### src/common/dpc_defs.svh
/*
  Constants for the dual pipe dependency control: register file sizes,
  in-flight window depth and reset mapping.
  Assumes inclusion by bare name from design files only.
*/
`ifndef DPC_DEFS_SVH
`define DPC_DEFS_SVH

// Physical and architectural register counts
`define DPC_NUM_PHYS 32
`define DPC_NUM_ARCH 8
`define DPC_LREG_W 3

// In-flight window, in program order
`define DPC_ROB_DEPTH 8

// Reset mapping: logical register i sits in physical register i
`define DPC_RST_FREE_MASK 32'hFFFF_FF00

`endif

### src/common/dpc_pkg.sv
/*
  Types shared by the dual pipe dependency control and its bench:
  instruction kinds and the decoded slot handed over by decode.
  Assumes the decoder fills every field of a valid slot.
*/
`default_nettype none

package dpc_pkg;

  // Kinds the decoder tags each instruction with
  typedef enum logic [3:0] {
    DPC_K_ALU = 4'h0,
    DPC_K_MOVE = 4'h1,
    DPC_K_BRANCH = 4'h2,
    DPC_K_FP = 4'h3,
    DPC_K_SEG_LOAD = 4'h4,
    DPC_K_SPEC_REG = 4'h5,
    DPC_K_STRING = 4'h6,
    DPC_K_MULDIV = 4'h7,
    DPC_K_IO_PORT = 4'h8,
    DPC_K_PUSH_POP_ALL = 4'h9,
    DPC_K_FAR_XFER = 4'hA
  } dpc_kind_t;

  // One decoded instruction; widths are opaque size codes
  typedef struct packed {
    logic vld;
    dpc_kind_t kind;
    logic dst_vld;
    logic [2:0] dst;
    logic [1:0] dst_w;
    logic src_a_vld;
    logic [2:0] src_a;
    logic [1:0] src_w;
    logic src_b_vld;
    logic [2:0] src_b;
  } dpc_slot_t;

endpackage

`default_nettype wire

### src/rtl/dpc_dual_pipe_ctrl.sv
/*
  Dual pipe issue and completion control: staging of decoded pairs,
  X/Y steering and pairing, register renaming over a physical file,
  operand/result forwarding, interlocks, and an in-order commit window.
  Assumes one clock, decode handing over pairs on a ready handshake,
  and the execute units reporting completion by window tag.
*/
`default_nettype none
`include "dpc_defs.svh"

module dpc_dual_pipe_ctrl #(
  parameter int NPHYS = `DPC_NUM_PHYS,
  parameter int DEPTH = `DPC_ROB_DEPTH
) (
  input wire logic i_clk,
  input wire logic i_rst,
  input wire logic i_pair_valid,
  input wire dpc_pkg::dpc_slot_t i_slot0,
  input wire dpc_pkg::dpc_slot_t i_slot1,
  output logic o_ready,
  input wire logic i_x_done,
  input wire logic [$clog2(DEPTH)-1:0] i_x_tag,
  input wire logic i_x_exc,
  input wire logic i_y_done,
  input wire logic [$clog2(DEPTH)-1:0] i_y_tag,
  input wire logic i_y_exc,
  output logic o_x_issue,
  output logic [$clog2(DEPTH)-1:0] o_x_tag,
  output logic [$clog2(NPHYS)-1:0] o_x_pdst,
  output logic [$clog2(NPHYS)-1:0] o_x_psrc_a,
  output logic [$clog2(NPHYS)-1:0] o_x_psrc_b,
  output logic o_x_excl,
  output logic o_y_issue,
  output logic [$clog2(DEPTH)-1:0] o_y_tag,
  output logic [$clog2(NPHYS)-1:0] o_y_pdst,
  output logic [$clog2(NPHYS)-1:0] o_y_psrc_a,
  output logic [$clog2(NPHYS)-1:0] o_y_psrc_b,
  output logic o_y_opfwd,
  output logic o_y_resfwd,
  output logic o_cmt_valid,
  output logic o_cmt_wr,
  output logic [`DPC_LREG_W-1:0] o_cmt_lreg,
  output logic [$clog2(NPHYS)-1:0] o_cmt_pdst,
  output logic o_cmt_exc,
  output logic o_flush
);

  localparam int PW = $clog2(NPHYS);
  localparam int TW = $clog2(DEPTH);
  localparam int NA = `DPC_NUM_ARCH;

  // Renaming needs room beyond the architectural set; window is a ring
  initial
  begin
    if (NPHYS != `DPC_NUM_PHYS || DEPTH < 2 || (DEPTH & (DEPTH - 1)) != 0)
      $error("dpc_dual_pipe_ctrl: unsupported NPHYS or DEPTH");
  end

  typedef struct packed {
    logic vld;
    logic done;
    logic exc;
    logic wr;
    logic [`DPC_LREG_W-1:0] lreg;
    logic [PW-1:0] pnew;
    logic [PW-1:0] pold;
  } dpc_rob_t;

  typedef struct packed {
    dpc_pkg::dpc_slot_t s0;
    dpc_pkg::dpc_slot_t s1;
    logic rdy;
    logic [NA-1:0][PW-1:0] map;
    logic [NA-1:0][PW-1:0] cmap;
    logic [NPHYS-1:0] free;
    logic [NPHYS-1:0] pready;
    dpc_rob_t [DEPTH-1:0] rob;
    logic [TW-1:0] head;
    logic [TW-1:0] tail;
    logic [TW:0] cnt;
    logic x_issue;
    logic [PW-1:0] x_pdst;
    logic [PW-1:0] x_psa;
    logic [PW-1:0] x_psb;
    logic x_excl;
    logic y_issue;
    logic [PW-1:0] y_pdst;
    logic [PW-1:0] y_psa;
    logic [PW-1:0] y_psb;
    logic y_opfwd;
    logic y_resfwd;
    logic [TW-1:0] x_tag;
    logic [TW-1:0] y_tag;
    logic cmt_valid;
    logic cmt_wr;
    logic [`DPC_LREG_W-1:0] cmt_lreg;
    logic [PW-1:0] cmt_pdst;
    logic cmt_exc;
    logic flush;
  } dpc_state_t;

  dpc_state_t s_ff;
  dpc_state_t nxt_s;

  function automatic logic is_excl(input dpc_pkg::dpc_kind_t k);
    is_excl = k inside {dpc_pkg::DPC_K_SEG_LOAD, dpc_pkg::DPC_K_SPEC_REG,
      dpc_pkg::DPC_K_STRING, dpc_pkg::DPC_K_MULDIV, dpc_pkg::DPC_K_IO_PORT,
      dpc_pkg::DPC_K_PUSH_POP_ALL, dpc_pkg::DPC_K_FAR_XFER};
  endfunction

  function automatic logic x_only(input dpc_pkg::dpc_kind_t k);
    x_only = is_excl(k) || k == dpc_pkg::DPC_K_BRANCH ||
      k == dpc_pkg::DPC_K_FP;
  endfunction

  // Completion, commit, forwarding and dispatch in one pass
  always_comb
  begin
    dpc_pkg::dpc_slot_t x;
    dpc_pkg::dpc_slot_t y;
    dpc_rob_t h;
    logic [PW-1:0] f0;
    logic [PW-1:0] f1;
    logic [1:0] fcnt;
    logic [NPHYS-1:0] used;
    logic [PW-1:0] xa;
    logic [PW-1:0] xb;
    logic [PW-1:0] ya;
    logic [PW-1:0] yb;
    logic [PW-1:0] xd;
    logic [PW-1:0] yd;
    logic dep_a;
    logic dep_b;
    logic opf;
    logic resf;
    logic x_go;
    logic y_go;
    logic y_ok;
    logic [1:0] need;
    logic [TW-1:0] t1;
    x = s_ff.s0;
    y = s_ff.s1;
    h = s_ff.rob[s_ff.head];
    f0 = '0;
    f1 = '0;
    fcnt = 2'h0;
    used = '0;
    dep_a = 1'b0;
    dep_b = 1'b0;
    opf = 1'b0;
    resf = 1'b0;
    y_ok = 1'b0;
    x_go = 1'b0;
    y_go = 1'b0;
    need = 2'h0;
    t1 = s_ff.tail + 1'b1;
    nxt_s = s_ff;
    nxt_s.x_issue = 1'b0;
    nxt_s.y_issue = 1'b0;
    nxt_s.cmt_valid = 1'b0;
    nxt_s.flush = 1'b0;

    // completions marked by tag in any order
    if (i_x_done)
    begin
      nxt_s.rob[i_x_tag].done = 1'b1;
      nxt_s.rob[i_x_tag].exc = i_x_exc;
      if (s_ff.rob[i_x_tag].wr)
        nxt_s.pready[s_ff.rob[i_x_tag].pnew] = 1'b1;
    end
    if (i_y_done)
    begin
      nxt_s.rob[i_y_tag].done = 1'b1;
      nxt_s.rob[i_y_tag].exc = i_y_exc;
      if (s_ff.rob[i_y_tag].wr)
        nxt_s.pready[s_ff.rob[i_y_tag].pnew] = 1'b1;
    end

    // Lowest two free physical registers
    for (int i = 0; i < NPHYS; i++)
    begin
      if (s_ff.free[i] && fcnt == 2'h0)
      begin
        f0 = PW'(i);
        fcnt = 2'h1;
      end
      else if (s_ff.free[i] && fcnt == 2'h1)
      begin
        f1 = PW'(i);
        fcnt = 2'h2;
      end
    end

    // Source lookups; pair dependences seen by logical name
    xa = s_ff.map[x.src_a];
    xb = s_ff.map[x.src_b];
    ya = s_ff.map[y.src_a];
    yb = s_ff.map[y.src_b];
    dep_a = y.src_a_vld && x.dst_vld && y.src_a == x.dst;
    dep_b = y.src_b_vld && x.dst_vld && y.src_b == x.dst;
    xd = f0;
    yd = x.dst_vld ? f1 : f0;

    // older must be move-type; widths match
    // source may be register or memory alike
    opf = (dep_a || dep_b) && x.kind == dpc_pkg::DPC_K_MOVE &&
      x.dst_w == y.src_w;
    // younger is a move; both destinations take the result
    resf = (dep_a || dep_b) && !opf && y.kind == dpc_pkg::DPC_K_MOVE;

    // interlock on unready sources; stall without free regs
    x_go = x.vld && s_ff.cnt < (TW+1)'(DEPTH) &&
      (!x.src_a_vld || s_ff.pready[xa]) &&
      (!x.src_b_vld || s_ff.pready[xb]) &&
      (!x.dst_vld || fcnt != 2'h0);

    // WAR and WAW ignored here, renaming resolves them
    // pair RAW only passes with forwarding
    y_ok = (dep_a ? (opf || resf) : (!y.src_a_vld || s_ff.pready[ya])) &&
      (dep_b ? (opf || resf) : (!y.src_b_vld || s_ff.pready[yb]));
    need = {1'b0, x.dst_vld} + {1'b0, y.dst_vld};
    // Y never takes X-only kinds; branch or FP may pair
    // nothing pairs with an exclusive instruction
    y_go = x_go && y.vld && !x_only(y.kind) && !is_excl(x.kind) && y_ok &&
      s_ff.cnt < (TW+1)'(DEPTH - 1) && fcnt >= need;

    // commit oldest only, in program order
    if (h.vld && h.done)
    begin
      nxt_s.cmt_valid = 1'b1;
      nxt_s.cmt_exc = h.exc;
      nxt_s.cmt_wr = h.wr && !h.exc;
      nxt_s.cmt_lreg = h.lreg;
      nxt_s.cmt_pdst = h.pnew;
      if (h.exc)
      begin
        // Excepting write dropped; younger work discarded
        for (int i = 0; i < NA; i++)
          used[s_ff.cmap[i]] = 1'b1;
        nxt_s.map = s_ff.cmap;
        nxt_s.free = ~used;
        nxt_s.pready = '1;
        nxt_s.rob = '0;
        nxt_s.head = '0;
        nxt_s.tail = '0;
        nxt_s.cnt = '0;
        nxt_s.s0 = '0;
        nxt_s.s1 = '0;
        nxt_s.flush = 1'b1;
        x_go = 1'b0;
        y_go = 1'b0;
      end
      else
      begin
        // old copy freed once successor commits
        if (h.wr)
        begin
          nxt_s.cmap[h.lreg] = h.pnew;
          nxt_s.free[h.pold] = 1'b1;
        end
        nxt_s.rob[s_ff.head] = '0;
        nxt_s.head = s_ff.head + 1'b1;
        nxt_s.cnt = nxt_s.cnt - 1'b1;
      end
    end

    // X always takes the oldest staged instruction
    if (x_go)
    begin
      nxt_s.x_issue = 1'b1;
      nxt_s.x_tag = s_ff.tail;
      nxt_s.x_pdst = xd;
      nxt_s.x_psa = xa;
      nxt_s.x_psb = xb;
      // both pipes assist the exclusive instruction
      nxt_s.x_excl = is_excl(x.kind);
      nxt_s.rob[s_ff.tail] = {1'b1, 1'b0, 1'b0, x.dst_vld, x.dst, xd,
        s_ff.map[x.dst]};
      if (x.dst_vld)
      begin
        nxt_s.free[xd] = 1'b0;
        nxt_s.pready[xd] = 1'b0;
        nxt_s.map[x.dst] = xd;
      end
      nxt_s.tail = t1;
      nxt_s.cnt = nxt_s.cnt + 1'b1;
      nxt_s.s0 = s_ff.s1;
      nxt_s.s1 = '0;
    end

    if (y_go)
    begin
      nxt_s.y_issue = 1'b1;
      nxt_s.y_tag = t1;
      nxt_s.y_pdst = yd;
      // forwarded source reads the X destination register
      nxt_s.y_psa = dep_a ? xd : ya;
      nxt_s.y_psb = dep_b ? xd : yb;
      nxt_s.y_opfwd = opf;
      nxt_s.y_resfwd = resf;
      // distinct destinations, so completion order is free
      nxt_s.rob[t1] = {1'b1, 1'b0, 1'b0, y.dst_vld, y.dst, yd,
        nxt_s.map[y.dst]};
      if (y.dst_vld)
      begin
        nxt_s.free[yd] = 1'b0;
        nxt_s.pready[yd] = 1'b0;
        nxt_s.map[y.dst] = yd;
      end
      nxt_s.tail = s_ff.tail + 2'h2;
      nxt_s.cnt = nxt_s.cnt + 1'b1;
      nxt_s.s0 = '0;
    end

    // Staging accepts a new pair only when empty; flush cycle drops it
    if (s_ff.rdy && i_pair_valid && !nxt_s.flush)
    begin
      nxt_s.s0 = i_slot0;
      nxt_s.s1 = i_slot1;
    end
    nxt_s.rdy = !nxt_s.s0.vld && !nxt_s.s1.vld;
  end

  // Single state register; identity mapping after reset
  // thirty-two physical registers
  always_ff @(posedge i_clk or posedge i_rst)
  begin
    if (i_rst)
    begin
      s_ff <= '0;
      s_ff.rdy <= 1'b1;
      s_ff.free <= `DPC_RST_FREE_MASK;
      s_ff.pready <= '1;
      for (int i = 0; i < NA; i++)
      begin
        s_ff.map[i] <= PW'(i);
        s_ff.cmap[i] <= PW'(i);
      end
    end
    else
      s_ff <= nxt_s;
  end

  // only per-op tags, physical register numbers, the committed logical register and flags leave; no mapping state is exposed
  assign o_ready = s_ff.rdy;
  assign o_x_issue = s_ff.x_issue;
  assign o_x_tag = s_ff.x_tag;
  assign o_x_pdst = s_ff.x_pdst;
  assign o_x_psrc_a = s_ff.x_psa;
  assign o_x_psrc_b = s_ff.x_psb;
  assign o_x_excl = s_ff.x_excl;
  assign o_y_issue = s_ff.y_issue;
  assign o_y_tag = s_ff.y_tag;
  assign o_y_pdst = s_ff.y_pdst;
  assign o_y_psrc_a = s_ff.y_psa;
  assign o_y_psrc_b = s_ff.y_psb;
  assign o_y_opfwd = s_ff.y_opfwd;
  assign o_y_resfwd = s_ff.y_resfwd;
  assign o_cmt_valid = s_ff.cmt_valid;
  assign o_cmt_wr = s_ff.cmt_wr;
  assign o_cmt_lreg = s_ff.cmt_lreg;
  assign o_cmt_pdst = s_ff.cmt_pdst;
  assign o_cmt_exc = s_ff.cmt_exc;
  assign o_flush = s_ff.flush;

endmodule

`default_nettype wire

### config.mk
export PLATFORM = sky130hd
export DESIGN_NAME = dpc_dual_pipe_ctrl
export DESIGN_NICKNAME = d
export VERILOG_FILES = /design/src/common/dpc_pkg.sv /design/src/rtl/dpc_dual_pipe_ctrl.sv
export VERILOG_INCLUDE_DIRS = /design/src /design/src/common
export SDC_FILE = /design/constraint.sdc
export NUM_CORES = 2
export LEC_CHECK = 0
export BUFFER_PORTS_ARGS = -buffer_cell sky130_fd_sc_hd__buf_2
export CAP_MARGIN = 20
export CORE_MARGIN = 3
export CORE_UTILIZATION = 41
export CTS_CLUSTER_SIZE = 14
export DETAILED_ROUTE_END_ITERATION = 12
export PLACE_DENSITY_LB_ADDON = 0.25
export SLEW_MARGIN = 25
export SYNTH_ARGS = -nofsm -noshare
export SYNTH_HDL_FRONTEND = slang
export SYNTH_SLANG_ARGS = --single-unit
### constraint.sdc
create_clock -name i_clk -period 27.9 [get_ports i_clk]
set_input_delay 5.58 -clock i_clk [delete_from_list [all_inputs] [get_ports i_clk]]
set_output_delay 5.58 -clock i_clk [all_outputs]
set_load 0.05 [all_outputs]
==> summary.md <==
| Metric | Value |
|---|---|
| Via density | roughly 7 |
| Crit Path Max Fanout | 41 |
| RR Startpoint | s_ff[232] |
| Filler instances | ~6600 |
| Cells on worst reg2reg path | 27 |
| Routed len/inst | 29.9 um |
| DRC viols | 0 |
| Detailed Route WL | 123000 um |
| Die Height | 272 um |
| Total number of vias | 28700 |
| Initial core utilization | a little over two fifths |
| Min Tclk post-route | about 8500 ps |
| Chip width | 272 um |
| Max Buffers Root-to-Sink | 3 |
| Ys async rst share | 100% |
| CTS tree | yes |
| RePlAce Congestion | ~1.1 |
| Hold_ws | around 470 ps |
| Slowest-stage cell, CP | nor3_1 |
| Commonest non-fill, non-tap cell in the layout | nand2_1 |
| Final setup viols | 0 |
| Full die area | between 70000 and 80000 sq um |
| P_int | about 0.0021 W |
| Slew Limit Headroom | around 23% |
| First-pass GRT wire length | ~180000 um |
| Num rows | 96 |
| Slew @ Worst Pin | about 1200 ps |
| Share of layout cells above drive strength 1 | approximately 19% |
| Comb power frac | between 50% and 60% |
| Switching share of power | ~53% |
| Critical path's top delay family | simple AND/OR/NAND/NOR gates |
| Crit path arrival time | roughly 9000 ps |
| Worst setup EP type | flop |
| IO Pins | ~110 |
| Max Slew Vio Count | 0 |
| Reg2reg setup slack | a little under 20000 ps |
| Pleak | around 13 nW |
| Max-cap violations | 0 |
| EDFF count, synth | 0 |
| Synthesized Nets | between 3000 and 4000 |
| Cell count after synthesis | 3252 |
| Final Non-Filler Cells | between 4000 and 5000 |
| Yosys warns | 0 |
| Post-Place Cells | between 4000 and 5000 |
| Antenna viol nets, final | 0 |
| Largest net degree at the start of global routing | ~140 |
| Final period utilization | 30.6% |
| Hold Fails Final Rpt | 0 |
| Worst path depth | 27 |
| First DRT Iteration DRCs | 4523 |
| Total CTS buffers | 47 |
| Setup crit start kind | flop |
| Outcome | finished, final reports clean |
| Max H-tree Level | 2 |
| Ys flop type | dfrtp_1 |
| Worst setup path start | s_ff[232] |
| Area fraction of the dominant cell type after synthesis | 26.1% |
| Most frequent cells in the layout | 341 x nand2_1, 301 x dfrtp_1, 243 x nor2_1 |
| Input/output buffers | ~110 |
| Area grow syn2layout | 8.85% |
| Post-synthesis sequential area ratio | 33.5% |
| Nets | roughly 3200 |
| Yosys cell types | ~120 |
| Avg Cell Area, Syn | roughly 8.9 sq um |
| Worst path bufs/invs | 4 |
| Detail Placement HPWL | approximately 88000 um |
| Initial antenna violation count | 1 |
| Clock latency at the later pin of the worst-skew pair | 610 ps |
| GRT Total Usage | 32.2% |
| Grt total ovfl | 0 |
| Critical Path RT | between 20000 and 30000 ps |
| Setup CP Type | reg2reg |
| P_sw | around 0.0024 W |
| Vias in the first global route | 27400 |
| Setup crit end | s_ff[342] |
| RSZ-0062 raised after global routing | false |
| Post-CTS sizing | 0 |
| Setup repair bufs after CTS | 0 |
| Core area | around 69000 sq um |
| PD cells | 140 nW/um^2 |
| Sequential Power Share | about a quarter |
| CTS Root Cell | clkbuf_16 |
| Crit-path max cell delay | between 800 and 900 ps |
| CTS Hold Buffers Added | 0 |
| Largest cells by area after synthesis | dfrtp_1 26%, dfstp_2 7.3%, mux4_2 6.7%, mux2i_1 5.6%, nand2_1 4.4% |
| Hold WC Path Type | reg2reg |
| #FFs+latches synth | about 380 |
| Peak supply drop | about 0.000085 V |
| Setup_tns | 0 ps |
| Clock-pin transition on the worst setup and hold timing paths | around 60 ps |
| Skew final | about 35 ps |
| Cell Area, Synth | about 29000 sq um |
| Max Clock Freq | 117 MHz |
| CTS sink count | between 300 and 400 |
| Yosys top cell by area | dfrtp_1 |
| Clock share of power | approximately 15% |
| DR pass1 iterations | 6 |
| Worst reg2reg endpoint | s_ff[342] |
## worst min-delay path: stages (launching register included)
cell	delay (ps)
dfrtp_1	340
nand2_1	40
o21ai_0	60
## worst min path at each step
| stage | startpoint | slack [ps] | endpoint | depth (start not counted) |
|---|---|---|---|---|
| 3_3_place_gp | o_x_pdst[4] | 460 | o_x_pdst[4] | 1 |
| 4_1_cts | o_x_tag[1] | 480 | o_x_tag[1] | 2 |
| 6_report | o_x_tag[1] | 470 | o_x_tag[1] | 2 |
| 3_5_place_dp | o_x_pdst[1] | 460 | o_x_pdst[1] | 1 |
| 5_1_grt | o_x_pdst[4] | 490 | o_x_pdst[4] | 1 |
| 2_1_floorplan | o_cmt_lreg[0] | 450 | o_cmt_lreg[0] | 2 |
## final cells by class
class,instances,area [sq um],share of cell area (%)
well taps,931,1160,3.69
clock buffers,68,1410,4.45
inverters,68,270,0.855
repair buffers,170,1030,3.27
multi-input cells,2477,17700,56.1
flip-flops and latches,384,9710,30.7
diodes,2,5.00,0.0158
clock inverters,20,267,0.843
## power by group through the flow
stage	Clock, W	Sequential (W)	Combinational, W
finish	0.000662	0.00114	0.00262
global route	0.000694	0.00117	0.00276
CTS	0.000670	0.00112	0.00254
detailed placement	0	0.00113	0.00253
global placement	0	0.00111	0.00249
floorplan	0	0.000926	0.00191
## Yosys cell counts, types with 32 or more instances
| cell type | number |
|---|---|
| a211oi_1 | 56 |
| a21oi_1 | 223 |
| a221oi_1 | 62 |
| a22oi_1 | 83 |
| a311oi_1 | 48 |
| a31oi_1 | 36 |
| and3_1 | 41 |
| buf_2 | 40 |
| buf_4 | 49 |
| clkbuf_1 | 202 |
| dfrtp_1 | 303 |
| dfstp_2 | 81 |
| inv_1 | 63 |
| mux2_2 | 84 |
| mux2i_1 | 163 |
| mux4_2 | 86 |
| nand2_1 | 342 |
| nand2b_1 | 34 |
| nand3_1 | 95 |
| nand4_1 | 32 |
| nor2_1 | 247 |
| nor2b_1 | 42 |
| nor3_1 | 56 |
| o211ai_1 | 36 |
| o21ai_0 | 147 |
| o221ai_1 | 39 |
| o22ai_1 | 67 |
## per-stage QoR
step	power, W	area [sq um]	utilization [%]	setup slack, ps
CTS	0.00433	31500	45.5	19660
global placement	0.00360	29800	43.1	19720
detailed placement	0.00366	29900	43.1	19690
finish	0.00443	31600	45.6	19370
global route	0.00462	31600	45.6	19040
floorplan	0.00283	29000	-	11780
## per-layer routing
layer	routed length [um]	GRT usage, %	up-vias
li1	-	-	12100
met1	49600	44.0	14100
met2	51800	47.1	2141
met3	15600	9.62	371
met4	6250	14.4	2
met5	80	0.789	-
## logic make-up (layout without fill, tap and decap cells)
| kind of cell | Yosys count | in the layout | share of synthesized area, % |
|---|---|---|---|
| compound gates | 1006 | 1006 | 24.4 |
| xor+xnor | 32 | 32 | 0.965 |
| fa+ha+maj | 29 | 29 | 1.15 |
| buf+inv | 391 | 326 | 5.94 |
| flops | 384 | 384 | 33.5 |
| mux | 338 | 338 | 15.8 |
| other cells | 0 | 2 | 0 |
| simple gates | 1072 | 1072 | 18.3 |
Note: power is estimated with default switching activity, not from simulation.
